[src/rtl/midi_cfg_pkg.sv]
// Behaviour
// [RL1] pc switch: midi, 38k4 or 31k25 only
// [RL2] fast switch: midi or 1mhz only
// [RL3] midi mode: host port off, midi normal
// [RL4] host mode: midi input traffic ignored
// [RL5] host mode: local midi only to host
// [RL6] host mode: host traffic thru to midi out; code passes it only while out mode is thru
// [RL7] out mode picks local or input echo
// [RL8] host mode: out mode off or thru
// [RL9] reset on: recall zeroes controllers a-d
// [RL10] routing local, midi or both
// [RL11] midi routing: message sent, sound untouched
// [RL12] controller a defaults to number 11
// [RL13] four clock choices, internal 48k default
// [RL14] internal choice: own clock at rate
// [RL15] external choice: follow word clock input
// [RL16] mode change applies from next message
`default_nettype none
package midi_cfg_pkg;
  // timing
  localparam int unsigned CLK_HZ       = 200_000_000;  // system clock rate
  localparam int unsigned RATE_48K_HZ  = 48_000;       // 48 kHz sample rate
  localparam int unsigned RATE_44K1_HZ = 44_100;       // 44.1 kHz sample rate
  localparam int unsigned PER_48K      = CLK_HZ / RATE_48K_HZ;   // cycles per sample
  localparam int unsigned PER_44K1     = CLK_HZ / RATE_44K1_HZ;  // cycles per sample
  localparam int unsigned PER_TOL      = 64;           // lock window, cycles
  // phase steps for the internal sample clock
  localparam logic [31:0] INC_48K  = 32'((64'(RATE_48K_HZ) << 32) / 64'(CLK_HZ));
  localparam logic [31:0] INC_44K1 = 32'((64'(RATE_44K1_HZ) << 32) / 64'(CLK_HZ));

  // register map, byte addresses
  typedef logic [7:0] addr_t;
  localparam addr_t ADR_IO      = 8'h00;  // i/o selector
  localparam addr_t ADR_OUT     = 8'h04;  // midi output mode
  localparam addr_t ADR_CFG     = 8'h08;  // controller reset and routing
  localparam addr_t ADR_CLK     = 8'h0c;  // sample clock selector
  localparam addr_t ADR_NUM     = 8'h10;  // controller a number, b..d follow
  localparam addr_t ADR_NUM_END = 8'h1c;  // controller d number
  localparam addr_t ADR_STAT    = 8'h20;  // status, read only
  localparam addr_t ADR_VALS    = 8'h24;  // controller values, read only
  localparam int    ALIGN_LSB   = 2;      // word index starts here
  localparam int    NUM_CTRL    = 4;      // controllers a..d
  localparam int    CFG_RST_BIT = 0;      // controller reset enable
  localparam int    CFG_RT_LSB  = 1;      // routing field
  localparam int    CFG_RT_MSB  = 2;

  typedef enum logic [1:0] {
    IO_MIDI          = 2'h0,  // plain midi
    IO_HOST_38K4     = 2'h1,  // host_serial_38k4
    IO_HOST_31K25    = 2'h2,  // host_serial_31k25
    IO_FAST_HOST_1M  = 2'h3   // fast_host_serial_1mhz
  } io_mode_e;

  typedef enum logic [1:0] {
    OUT_OFF   = 2'h0,
    OUT_LOCAL = 2'h1,
    OUT_THRU  = 2'h2
  } out_mode_e;

  typedef enum logic [1:0] {
    RT_LOCAL = 2'h0,
    RT_MIDI  = 2'h1,
    RT_BOTH  = 2'h2
  } route_e;

  typedef enum logic [1:0] {
    CK_INTERNAL_48K  = 2'h0,  // internal_clock_48k
    CK_INTERNAL_44K1 = 2'h1,
    CK_EXTERNAL_48K  = 2'h2,
    CK_EXTERNAL_44K1 = 2'h3   // external_clock_44k1
  } clk_sel_e;

  typedef enum logic [4:0] {
    ST_IDLE = 5'h01,
    ST_LOC  = 5'h02,
    ST_CC1  = 5'h04,
    ST_CC2  = 5'h08,
    ST_CC3  = 5'h10
  } tx_st_e;

  typedef logic [6:0] cc_t;  // midi 7-bit value
  localparam cc_t VAL_ZERO = 7'h00;
  // controller numbers after reset, a first; b..d arbitrary
  localparam logic [3:0][6:0] NUM_RST = {7'h0e, 7'h0d, 7'h0c, 7'h0b};
  localparam logic [7:0] CC_STATUS = 8'hb0;  // control change status

  typedef struct packed {
    logic       vld;   // byte present this cycle
    logic       last;  // final byte of a message
    logic [7:0] data;
  } stream_s;

  typedef struct packed {
    logic       vld;   // slider moved this cycle
    logic [1:0] idx;   // which controller
    cc_t        val;   // new position
  } slider_s;
endpackage
`default_nettype wire

[src/rtl/midi_io_router.sv]
// Implementation choices: the plain strobed port and the address map.
`timescale 1ns/100ps
`default_nettype none
module midi_io_router
  import midi_cfg_pkg::*;
#(
  parameter int unsigned PER_48  = PER_48K,   // external 48k period, cycles
  parameter int unsigned PER_441 = PER_44K1,  // external 44.1k period, cycles
  parameter logic [3:0]  CC_CHAN = 4'h0       // channel of slider messages
) (
  input  wire logic        SYS_CLK,      // system clock, 200 MHz
  input  wire logic        RST_N,        // async reset, active low
  input  wire addr_t       ADDR,         // register byte address
  input  wire logic [31:0] WDATA,        // write data
  input  wire logic        WR,           // write strobe
  input  wire logic        RD,           // read strobe
  output logic      [31:0] RDATA,        // read data, cycle after RD
  input  wire logic        PORT_SW,      // rear switch pin, 1 = fast host
  input  wire logic        WORD_CLK_IN,  // external_word_clock_input pin
  input  wire stream_s     MIDI_IN,      // bytes from midi input
  input  wire stream_s     HOST_RX,      // bytes from host serial port
  input  wire stream_s     LOC_TX,       // locally generated midi
  output logic             LOC_TX_RDY,   // local source may send
  input  wire slider_s     SLIDER,       // controller slider moves
  input  wire logic        RECALL,       // program or mix recalled
  output stream_s          MIDI_OUT,     // bytes to midi output
  output stream_s          HOST_TX,      // bytes to host serial port
  output stream_s          LOC_RX,       // bytes to local engine
  output logic             HOST_EN,      // host serial port enabled
  output io_mode_e         IO_MODE,      // selects host baud rate
  output logic      [27:0] CTRL_VALS,    // controllers a..d, a low
  output logic             SAMPLE_TICK,  // one pulse per sample
  output logic             EXT_LOCK      // external clock in window
);
  localparam int IW = $clog2(NUM_CTRL);  // controller index width
  localparam int CB = $bits(cc_t);
  if (NUM_CTRL * CB != $bits(CTRL_VALS)) begin : g_chk
    $error("controller value port width mismatch");
  end

  // synchronised pins
  logic [1:0] sync_w;  // {word clock, switch}
  wire  logic sw = sync_w[0];  // 1 = fast host position
  clk_sel_e   clk_q;           // sample clock choice, feeds the tick source

  pin_sync #(.W(2)) u_sync (
    .clk_pins ({WORD_CLK_IN, PORT_SW}),
    .clk      (SYS_CLK),
    .rst_n    (RST_N),
    .q        (sync_w)
  );

  sample_clock #(.PER_48(PER_48), .PER_441(PER_441), .TOL(PER_TOL)) u_sclk (
    .clk    (SYS_CLK),
    .rst_n  (RST_N),
    .sel    (clk_q),
    .wclk   (sync_w[1]),
    .tick   (SAMPLE_TICK),
    .locked (EXT_LOCK)
  );

  // selector values allowed for each switch position
  function automatic logic io_ok(input io_mode_e m, input logic fast);
    return (m == IO_MIDI) ||
           (fast ? (m == IO_FAST_HOST_1M)                     // [RL2]
                 : (m == IO_HOST_38K4 || m == IO_HOST_31K25));  // [RL1]
  endfunction

  // configuration state
  io_mode_e  io_q;      // active i/o selector
  logic      host_q;    // any host serial mode
  out_mode_e out_q;     // midi output mode
  logic      rst_en_q;  // zero controllers on recall
  route_e    route_q;   // slider routing
  cc_t       num_q [NUM_CTRL];  // controller numbers
  cc_t       val_q [NUM_CTRL];  // controller values
  cc_t       num_d [NUM_CTRL];
  cc_t       val_d [NUM_CTRL];

  // address decode
  wire logic   wr_io   = WR && (ADDR == ADR_IO);
  wire logic   wr_out  = WR && (ADDR == ADR_OUT);
  wire logic   wr_cfg  = WR && (ADDR == ADR_CFG);
  wire logic   wr_clk  = WR && (ADDR == ADR_CLK);
  wire logic   num_hit = (ADDR >= ADR_NUM) && (ADDR <= ADR_NUM_END) &&
                         (ADDR[ALIGN_LSB-1:0] == '0);
  wire logic [IW-1:0] num_idx = ADDR[ALIGN_LSB +: IW];

  // i/o selector: illegal writes ignored, falls back on a switch change
  wire io_mode_e io_wr  = io_mode_e'(WDATA[$bits(io_mode_e)-1:0]);
  wire io_mode_e io_d   = (wr_io && io_ok(io_wr, sw)) ? io_wr :
                          (io_ok(io_q, sw) ? io_q : IO_MIDI);  // [RL1] [RL2]
  wire logic     host_d = (io_d != IO_MIDI);

  // output mode: local refused while a host mode is in force
  wire out_mode_e out_wr    = out_mode_e'(WDATA[$bits(out_mode_e)-1:0]);
  wire logic      out_wr_ok = wr_out && ((out_wr == OUT_OFF) || (out_wr == OUT_THRU) ||
                                         (out_wr == OUT_LOCAL && !host_d));  // [RL8]
  wire out_mode_e out_nx    = out_wr_ok ? out_wr : out_q;
  wire out_mode_e out_d     = (host_d && out_nx == OUT_LOCAL) ? OUT_OFF : out_nx;  // [RL8]

  // controller config and clock selector
  wire logic [1:0] rt_raw   = WDATA[CFG_RT_MSB:CFG_RT_LSB];
  wire logic       rst_en_d = wr_cfg ? WDATA[CFG_RST_BIT] : rst_en_q;
  wire route_e     route_d  = (wr_cfg && rt_raw <= RT_BOTH) ? route_e'(rt_raw) : route_q;
  wire clk_sel_e   clk_d    = wr_clk ? clk_sel_e'(WDATA[$bits(clk_sel_e)-1:0]) : clk_q;

  // per-controller number and value
  wire logic sl_local = SLIDER.vld && (route_q != RT_MIDI);  // [RL10] [RL11]
  wire logic zero_all = RECALL && rst_en_q;                  // [RL9]
  for (genvar g = 0; g < NUM_CTRL; g++) begin : g_ctrl
    wire logic hit_w = WR && num_hit && (num_idx == IW'(g));
    wire logic sl_w  = sl_local && (SLIDER.idx == IW'(g));
    assign num_d[g] = hit_w ? WDATA[CB-1:0] : num_q[g];
    // a slider move in the recall cycle survives the zeroing
    assign val_d[g] = sl_w ? SLIDER.val : (zero_all ? VAL_ZERO : val_q[g]);  // [RL9]
    assign CTRL_VALS[g*CB +: CB] = val_q[g];
  end

  // configuration registers
  always_ff @(posedge SYS_CLK or negedge RST_N) begin
    if (!RST_N) begin
      io_q     <= IO_MIDI;
      host_q   <= 1'b0;
      out_q    <= OUT_LOCAL;
      rst_en_q <= 1'b0;
      route_q  <= RT_BOTH;
      clk_q    <= CK_INTERNAL_48K;  // [RL13]
      for (int i = 0; i < NUM_CTRL; i++) begin
        num_q[i] <= NUM_RST[i];  // [RL12]
        val_q[i] <= VAL_ZERO;
      end
    end else begin
      io_q     <= io_d;
      host_q   <= host_d;
      out_q    <= out_d;
      rst_en_q <= rst_en_d;
      route_q  <= route_d;
      clk_q    <= clk_d;
      num_q    <= num_d;
      val_q    <= val_d;
    end
  end

  // slider message request; newest move overwrites an unsent one
  logic   pend_q;  // message waiting
  cc_t    pnum_q;  // waiting number
  cc_t    pval_q;  // waiting value
  cc_t    mnum_q;  // number being sent
  cc_t    mval_q;  // value being sent
  logic   rdy_q;   // local source ready
  tx_st_e st_q;
  tx_st_e st_d;
  logic   cc_take;
  stream_s tx_w;   // merged local stream
  wire logic cc_req = SLIDER.vld && (route_q != RT_LOCAL);  // [RL10] [RL11]
  wire logic pend_d = cc_req || (pend_q && !cc_take);       // set wins

  // merge local bytes and slider messages, whole messages only
  always_comb begin
    st_d    = st_q;
    tx_w    = '0;
    cc_take = 1'b0;
    case (st_q)
      ST_IDLE: begin
        if (LOC_TX.vld && rdy_q) begin
          tx_w = LOC_TX;
          if (!LOC_TX.last) begin
            st_d = ST_LOC;
          end
        end else if (pend_q) begin
          cc_take = 1'b1;
          st_d    = ST_CC1;
        end
      end
      ST_LOC: begin
        if (LOC_TX.vld) begin
          tx_w = LOC_TX;
          if (LOC_TX.last) begin
            st_d = ST_IDLE;
          end
        end
      end
      ST_CC1: begin
        tx_w = '{vld: 1'b1, last: 1'b0, data: CC_STATUS | {4'h0, CC_CHAN}};  // [RL11]
        st_d = ST_CC2;
      end
      ST_CC2: begin
        tx_w = '{vld: 1'b1, last: 1'b0, data: {1'b0, mnum_q}};
        st_d = ST_CC3;
      end
      ST_CC3: begin
        tx_w = '{vld: 1'b1, last: 1'b1, data: {1'b0, mval_q}};
        st_d = ST_IDLE;
      end
      default: begin
        st_d = ST_IDLE;
      end
    endcase
  end

  // ready drops while a slider message owns the merged stream
  wire logic rdy_d = (st_d == ST_LOC) || (st_d == ST_IDLE && !pend_d);

  always_ff @(posedge SYS_CLK or negedge RST_N) begin
    if (!RST_N) begin
      st_q   <= ST_IDLE;
      pend_q <= 1'b0;
      pnum_q <= VAL_ZERO;
      pval_q <= VAL_ZERO;
      mnum_q <= VAL_ZERO;
      mval_q <= VAL_ZERO;
      rdy_q  <= 1'b0;
    end else begin
      st_q   <= st_d;
      pend_q <= pend_d;
      pnum_q <= cc_req ? num_q[SLIDER.idx] : pnum_q;
      pval_q <= cc_req ? SLIDER.val : pval_q;
      mnum_q <= cc_take ? pnum_q : mnum_q;
      mval_q <= cc_take ? pval_q : mval_q;
      rdy_q  <= rdy_d;
    end
  end

  // route snapshots: taken at a message's first byte, held to its last
  logic mi_msg_q, mi_loc_l, mi_thru_l;  // midi input
  logic hr_msg_q, hr_out_l;             // host input
  logic tx_msg_q, tx_out_l, tx_host_l;  // merged local
  wire logic mi_own = mi_msg_q && mi_thru_l;  // midi out held by echo
  wire logic hr_own = hr_msg_q && hr_out_l;   // held by host thru
  wire logic tx_own = tx_msg_q && tx_out_l;   // held by local
  // a new message never cuts into one already on the midi output
  wire logic mi_loc_f  = !host_q;                                         // [RL3] [RL4]
  wire logic mi_thru_f = !host_q && out_q == OUT_THRU && !(hr_own || tx_own);  // [RL7]
  wire logic hr_out_f  = host_q && out_q == OUT_THRU && !(mi_own || tx_own);   // [RL6]
  wire logic tx_out_f  = !host_q && out_q == OUT_LOCAL && !(mi_own || hr_own); // [RL7]
  wire logic tx_host_f = host_q;                                          // [RL5]
  wire logic mi_loc  = mi_msg_q ? mi_loc_l : mi_loc_f;    // [RL16]
  wire logic mi_thru = mi_msg_q ? mi_thru_l : mi_thru_f;  // [RL16]
  wire logic hr_out  = hr_msg_q ? hr_out_l : hr_out_f;    // [RL16]
  wire logic tx_out  = tx_msg_q ? tx_out_l : tx_out_f;    // [RL16]
  wire logic tx_host = tx_msg_q ? tx_host_l : tx_host_f;  // [RL16]

  // output selection; sources are exclusive by ownership
  wire stream_s mo_d = (tx_w.vld && tx_out) ? tx_w :
                       (MIDI_IN.vld && mi_thru) ? MIDI_IN :
                       (HOST_RX.vld && hr_out) ? HOST_RX : '0;
  wire stream_s ht_d = (tx_w.vld && tx_host) ? tx_w : '0;        // [RL5]
  wire stream_s lr_d = (MIDI_IN.vld && mi_loc) ? MIDI_IN : '0;   // [RL4]

  always_ff @(posedge SYS_CLK or negedge RST_N) begin
    if (!RST_N) begin
      {mi_msg_q, mi_loc_l, mi_thru_l} <= 3'h0;
      {hr_msg_q, hr_out_l}            <= 2'h0;
      {tx_msg_q, tx_out_l, tx_host_l} <= 3'h0;
      MIDI_OUT <= '0;
      HOST_TX  <= '0;
      LOC_RX   <= '0;
    end else begin
      if (MIDI_IN.vld) begin
        {mi_msg_q, mi_loc_l, mi_thru_l} <= {!MIDI_IN.last, mi_loc, mi_thru};
      end
      if (HOST_RX.vld) begin
        {hr_msg_q, hr_out_l} <= {!HOST_RX.last, hr_out};
      end
      if (tx_w.vld) begin
        {tx_msg_q, tx_out_l, tx_host_l} <= {!tx_w.last, tx_out, tx_host};
      end
      MIDI_OUT <= mo_d;
      HOST_TX  <= ht_d;
      LOC_RX   <= lr_d;
    end
  end

  // read side; unmapped addresses read zero
  logic [31:0] rdata_q;
  wire logic [31:0] stat_w = {28'h000_0000, pend_q, host_q, EXT_LOCK, sw};
  wire logic [31:0] rd_mux =
    (ADDR == ADR_IO)   ? 32'(io_q) :
    (ADDR == ADR_OUT)  ? 32'(out_q) :
    (ADDR == ADR_CFG)  ? 32'({route_q, rst_en_q}) :
    (ADDR == ADR_CLK)  ? 32'(clk_q) :
    num_hit            ? 32'(num_q[num_idx]) :
    (ADDR == ADR_STAT) ? stat_w :
    (ADDR == ADR_VALS) ? 32'(CTRL_VALS) : 32'h0000_0000;

  always_ff @(posedge SYS_CLK or negedge RST_N) begin
    if (!RST_N) begin
      rdata_q <= '0;
      HOST_EN <= 1'b0;
    end else begin
      rdata_q <= RD ? rd_mux : '0;
      HOST_EN <= host_d;  // [RL3]
    end
  end
  assign RDATA      = rdata_q;
  assign IO_MODE    = io_q;
  assign LOC_TX_RDY = rdy_q;

  AST_IO_LEGAL: assert property (@(posedge SYS_CLK) disable iff (!RST_N) // [RL1] [RL2]
    sw == $past(sw) |-> io_ok(io_q, sw)) else $error("i/o selector illegal for switch");
  AST_OUT_RESTRICT: assert property (@(posedge SYS_CLK) disable iff (!RST_N) // [RL8]
    host_q |-> out_q != OUT_LOCAL) else $error("local output mode in host mode");
  AST_MIDI_IN_DROP: assert property (@(posedge SYS_CLK) disable iff (!RST_N) // [RL4]
    MIDI_IN.vld && !mi_msg_q && host_q |=> !LOC_RX.vld) else $error("midi input not ignored");
  AST_LOCAL_TO_HOST: assert property (@(posedge SYS_CLK) disable iff (!RST_N) // [RL5]
    tx_w.vld && !tx_msg_q && host_q |=> HOST_TX.vld && HOST_TX.data == $past(tx_w.data))
    else $error("local byte missed the host port");
  AST_HOST_THRU: assert property (@(posedge SYS_CLK) disable iff (!RST_N) // [RL6]
    HOST_RX.vld && hr_out |=> MIDI_OUT.vld && MIDI_OUT.data == $past(HOST_RX.data))
    else $error("host byte not passed to midi output");
  AST_LOCAL_OUT: assert property (@(posedge SYS_CLK) disable iff (!RST_N) // [RL7]
    tx_w.vld && !tx_msg_q && !host_q && out_q == OUT_LOCAL && !mi_own && !hr_own
    |=> MIDI_OUT.vld && MIDI_OUT.data == $past(tx_w.data)) else $error("local byte lost");
  AST_RECALL_ZERO: assert property (@(posedge SYS_CLK) disable iff (!RST_N) // [RL9]
    RECALL && rst_en_q && !SLIDER.vld |=> CTRL_VALS == '0) else $error("recall kept values");
  AST_MIDI_ONLY: assert property (@(posedge SYS_CLK) disable iff (!RST_N) // [RL11]
    SLIDER.vld && route_q == RT_MIDI && !RECALL |=> $stable(CTRL_VALS) && pend_q)
    else $error("midi-only slider touched the sound");
  AST_CC_BYTES: assert property (@(posedge SYS_CLK) disable iff (!RST_N) // [RL10] [RL11]
    st_q == ST_CC1 |-> tx_w.vld && tx_w.data[7:4] == CC_STATUS[7:4] && !tx_w.last
    ##1 tx_w.vld && tx_w.data == {1'b0, mnum_q} ##1 tx_w.vld && tx_w.last)
    else $error("controller message malformed");
  AST_MSG_HELD: assert property (@(posedge SYS_CLK) disable iff (!RST_N) // [RL16]
    MIDI_IN.vld && mi_msg_q && mi_loc_l |=> LOC_RX.vld) else $error("message cut by mode change");
endmodule
`default_nettype wire

[src/rtl/pin_sync.sv]
`timescale 1ns/100ps
`default_nettype none
module pin_sync #(
  parameter int W = 1  // number of pins
) (
  input  wire logic [W-1:0] clk_pins,  // asynchronous pin levels
  input  wire logic         clk,       // system clock
  input  wire logic         rst_n,     // async reset, active low
  output logic      [W-1:0] q          // filtered level
);
  if (W < 1) begin : g_chk
    $error("pin_sync needs at least one pin");
  end

  logic [W-1:0] s1_q;  // metastable stage, read by s2 only
  logic [W-1:0] s2_q;
  logic [W-1:0] s3_q;
  logic [W-1:0] q_q;
  // a change counts only once stages two and three agree
  wire logic [W-1:0] agree = ~(s2_q ^ s3_q);
  wire logic [W-1:0] q_d   = (agree & s3_q) | (~agree & q_q);

  // three-stage chain plus hold
  always_ff @(posedge clk or negedge rst_n) begin
    if (!rst_n) begin
      s1_q <= '0;
      s2_q <= '0;
      s3_q <= '0;
      q_q  <= '0;
    end else begin
      s1_q <= clk_pins;
      s2_q <= s1_q;
      s3_q <= s2_q;
      q_q  <= q_d;
    end
  end
  assign q = q_q;
endmodule
`default_nettype wire

[src/rtl/sample_clock.sv]
`timescale 1ns/100ps
`default_nettype none
module sample_clock
  import midi_cfg_pkg::*;
#(
  parameter int unsigned PER_48  = PER_48K,   // external 48k period, cycles
  parameter int unsigned PER_441 = PER_44K1,  // external 44.1k period, cycles
  parameter int unsigned TOL     = PER_TOL    // lock window, cycles
) (
  input  wire logic     clk,     // system clock
  input  wire logic     rst_n,   // async reset, active low
  input  wire clk_sel_e sel,     // source and rate
  input  wire logic     wclk,    // synchronised word clock level
  output logic          tick,    // one pulse per sample
  output logic          locked   // external period in window
);
  localparam int CW = 13;  // period counter width
  if ((PER_441 + TOL >= 2**CW) || (PER_48 + TOL >= 2**CW) || (TOL >= PER_48)) begin : g_chk
    $error("sample_clock period or tolerance out of range");
  end

  logic [31:0]   acc_q;   // internal phase
  logic          wclk_q;  // previous word clock level
  logic [CW-1:0] per_q;   // cycles since last word clock edge
  logic          tick_q;
  logic          lock_q;

  wire logic          ext     = (sel == CK_EXTERNAL_48K) || (sel == CK_EXTERNAL_44K1);
  wire logic          r48     = (sel == CK_INTERNAL_48K) || (sel == CK_EXTERNAL_48K);
  wire logic [31:0]   inc     = r48 ? INC_48K : INC_44K1;
  wire logic [32:0]   acc_sum = {1'b0, acc_q} + {1'b0, inc};
  wire logic          rise    = wclk & ~wclk_q;
  wire logic [CW-1:0] exp_per = r48 ? CW'(PER_48) : CW'(PER_441);
  wire logic [CW-1:0] tol_w   = CW'(TOL);
  wire logic          late    = per_q > exp_per + tol_w;
  wire logic          in_win  = (per_q + tol_w >= exp_per) && !late;

  // accumulator wraps give the average rate; tick spacing varies by one cycle
  always_ff @(posedge clk or negedge rst_n) begin
    if (!rst_n) begin
      acc_q  <= '0;
      wclk_q <= 1'b0;
      per_q  <= '0;
      tick_q <= 1'b0;
      lock_q <= 1'b0;
    end else begin
      acc_q  <= acc_sum[31:0];
      wclk_q <= wclk;
      per_q  <= rise ? '0 : (late ? per_q : per_q + 1'b1);
      tick_q <= ext ? rise : acc_sum[32];                 // [RL14] [RL15]
      lock_q <= ext && (rise ? in_win : (lock_q && !late));  // [RL15]
    end
  end
  assign tick   = tick_q;
  assign locked = lock_q;

  AST_EXT_FOLLOW: assert property (@(posedge clk) disable iff (!rst_n) // [RL15]
    ext && rise |=> tick) else $error("external edge gave no sample tick");
  AST_LOCK_LOSS: assert property (@(posedge clk) disable iff (!rst_n) // [RL15]
    ext && late && !rise |=> !locked) else $error("lock kept on a missing word clock");
endmodule
`default_nettype wire

[config.mk]
export PLATFORM = sky130hd
export DESIGN_NAME = midi_io_router
export DESIGN_NICKNAME = d
export VERILOG_FILES = /design/src/rtl/midi_cfg_pkg.sv /design/src/rtl/midi_io_router.sv /design/src/rtl/pin_sync.sv /design/src/rtl/sample_clock.sv
export SDC_FILE = /design/constraint.sdc
export NUM_CORES = 1
export LEC_CHECK = 0
export ABC_AREA = 1
export BUFFER_PORTS_ARGS = -buffer_cell sky130_fd_sc_hd__buf_2
export CAP_MARGIN = 0
export CORE_ASPECT_RATIO = 1.4
export CORE_MARGIN = 4
export CORE_UTILIZATION = 43
export CTS_CLUSTER_DIAMETER = 30
export DETAILED_ROUTE_END_ITERATION = 12
export PLACE_DENSITY = 0.7
export SYNTH_ARGS = -nofsm -noshare
export SYNTH_HDL_FRONTEND = slang
export SYNTH_SLANG_ARGS = --single-unit
[constraint.sdc]
create_clock -name SYS_CLK -period 3.25 [get_ports SYS_CLK]
set_clock_uncertainty 0.15 [all_clocks]
set_input_delay 0.65 -clock SYS_CLK [delete_from_list [all_inputs] [get_ports SYS_CLK]]
set_output_delay 0.65 -clock SYS_CLK [all_outputs]
set_load 0.005 [all_outputs]
==> metrics.csv <==
metric,value,unit
Pwr Density,759,nW/µm²
Post-Route WL,26900,µm
power consumption,9.65,mW
DR vias/cell,5.09,
Synth Register Bits,220,
Leakage,6.58,nW
"CP delay by family, top",simple AND/OR/NAND/NOR gates,
"commonest non-fill, non-tap cell in the layout",nand2_1,
r2r setup slk,740,ps
Tmin final,2510,ps
Die ar.,26000,µm²
pin count of the biggest net entering global routing,78,
number of synthesized flops with an enable pin,0,
top-area cell type share of the netlist area,0.510,
Vias,8471,
layout cells sized above 1,0.198,
worst-case clock buffer depth,3,
max cap viols,0,
Die Y,189,µm
register area share after synthesis,0.547,
simple-gate portion of the synthesized area,0.188,
crit-path cells,inv_1 -> ha_1 -> a21oi_1 -> nor2_1 -> nor4_1 -> nand3_1 -> inv_2 -> nor2_1 -> xor2_1,
Post-CTS Repair Setup Buffers,0,
crit-path most repeated cell,nor2_1,
CP Data Arrival Time,2740,ps
# resized after CTS,0,
WL per Instance,16.2,µm
RePlAce Congestion,0.877,
initial DRC count,444,
CP Capture Type,flip-flop,
ys async rst share,1.00,
TritonCTS Sinks,220,
Yosys cell types,50,
Initial Util,0.435,
Nets,1442,
Detailed Routing Iterations Pass 1,7,
type of origin of the critical path,flip-flop,
Die W,138,µm
register area,5520,µm²
final setup fails,0,
CP required,3480,ps
top_reg_cell synth,dfrtp_1,
clk_lat worst skew,510,ps
"Slew Viols, Final",0,
Syn Std Cell Area,10100,µm²
DP HPWL,19300,µm
Total GRT Usage,0.211,
Port-buffer cells,153,
area growth from synthesis to final layout,25.8,%
area fraction in compound gates after synthesis,0.131,
Slew @ Worst Pin,837,ps
Clock transition at path regs,60,ps
initial antenna violation count,1,
Core Box Area,23200,µm²
CP Class,reg -> reg,
final hold vios,0,
Mapped Avg Cell Area,8.82,µm²
RSZ-0062 raised after global routing,false,
critical path buffer and inverter count,2,
dominant cells by area after synthesis,"dfrtp_1 (51%), nand2_1 (8.4%), inv_1 (6.4%)",
H-tree depth,2,
area taken by multi-input logic gates,3800,µm²
Peak VDD IR,0.000518,V
Tcrit/Tclk final,0.772,
path type of the worst min-delay path,in -> reg,
largest family of logic cells by synthesized area,simple AND/OR/NAND/NOR gates,
Top Ports,183,
most frequent cells in the layout,"nand2_1 (226), dfrtp_1 (206), inv_1 (171), buf_2 (152), nor2_1 (108)",
worst-path fanout max,7,
first-pass GRT wire length,43700,µm
CTS tree,built,
Remaining DRCs,0,
max incr delay on CP,400,ps
Max Clk Rate,399,MHz
Yosys top cell by area,dfrtp_1,
Slew headroom,0.440,
vias in the first global route,8892,
Worst path slowest cell,dfrtp_1,
Syn. warnings,0,
Post-Syn Instances,1146,
XOR/XNOR Fraction of Synth Area,0.0225,
remaining global-route overflow,0,
# rows,66,
status,"complete, no violations",
fillers,2090,
setup TNS,0,ps
Synth Area in Adders,0.0342,
proportion of synthesized area in mux cells,0,
cts bufs inserted,39,
DRT antenna net count,0,
clk root buf,clkbuf_16,
flip-flops by register name, summed over array words and instances (netlist names), 10 cells and up, named ones only:
signal	count
CTRL_VALS	28
HOST_TX	10
LOC_RX	10
MIDI_OUT	10
RDATA	28
num_q	28
u_sclk.acc_q	29
u_sclk.per_q	13
through the flow:
step	instances	cell area (µm²)	util	hold WS [ps]	worst slack, ps
final	1665	12700	0.548	111	741
after detailed placement	1593	11200	0.484	185	625
after global placement	1593	11200	0.484	183	667
after floorplan	1149	10100	-	181	999
after global routing	1665	12700	0.548	97.8	375
after CTS	1664	12700	0.548	95.1	712
report_power, final:
part | leakage [nW] | switching (mW) | internal [mW]
Clock | 0.705 | 1.38 | 3.06
Sequential | 2.83 | 0.266 | 3.18
Combinational | 3.04 | 1.13 | 0.635
Total | 6.58 | 2.77 | 6.88
what timing repair did:
item,CTS,global route
endpoints found under the setup margin,0,0
endpoints found under the hold margin,47,0
hold buffers,1,0
layout make-up:
class	instances	share of cell area
clock buffer	52	0.0911
antenna	1	0.000197
clock inverter	18	0.0235
tap	306	0.0301
sequential	220	0.435
inverter	176	0.0520
multi-input combinational	729	0.299
timing repair buffer	163	0.0691
final timing paths:
kind / start / end / cells past startpoint
min reg2reg: u_sync.s1_q[1]$_DFF_PN0_ / u_sync.s2_q[1]$_DFF_PN0_ / 0
min in group asynchronous: RST_N / LOC_RX[0]$_DFF_PN0_ / 2
max reg2reg: clk_q[0]$_DFFE_PN0P_ / u_sclk.acc_q[26]$_DFF_PN0_ / 9
min: PORT_SW / u_sync.s1_q[0]$_DFF_PN0_ / 1
max in group asynchronous: RST_N / out_q[0]$_DFF_PN1_ / 3
max: clk_q[0]$_DFFE_PN0P_ / u_sclk.acc_q[26]$_DFF_PN0_ / 9
layer usage:
metal  vias to the layer above  GRT usage  wire length [µm]
met5                         -          0                 0
li1                       4133          -                 -
met1                      4022      0.240             10500
met2                       238      0.379             14000
met4                         0     0.0887              1030
met3                        78     0.0425              1400
cells by family (layout without fill, tap and decap cells):
family                   after synthesis  after routing
AO/OA/AOI/OAI                        229            229
XOR/XNOR                              26             26
adder cells (fa/ha/maj)               28             28
buffers and inverters                200            409
flip-flops                           220            220
other                                  1              5
AND/OR/NAND/NOR                      442            442
cell usage after synthesis, types with 5 or more instances:
cell type and instances:
o22ai_1 48, clkbuf_1 10, a22oi_1 9, xor2_1 25, nand2_1 226, o21ai_0 84, a21oi_1 43, inv_1 171
dfstp_2 14, dfrtp_1 206, nor2_1 108, ha_1 26, o21ai_1 16, nand4_1 16, buf_2 7, nand3_1 52
nor3_1 16, a41oi_1 5, buf_4 5
Note: power is estimated with default switching activity, not from simulation.
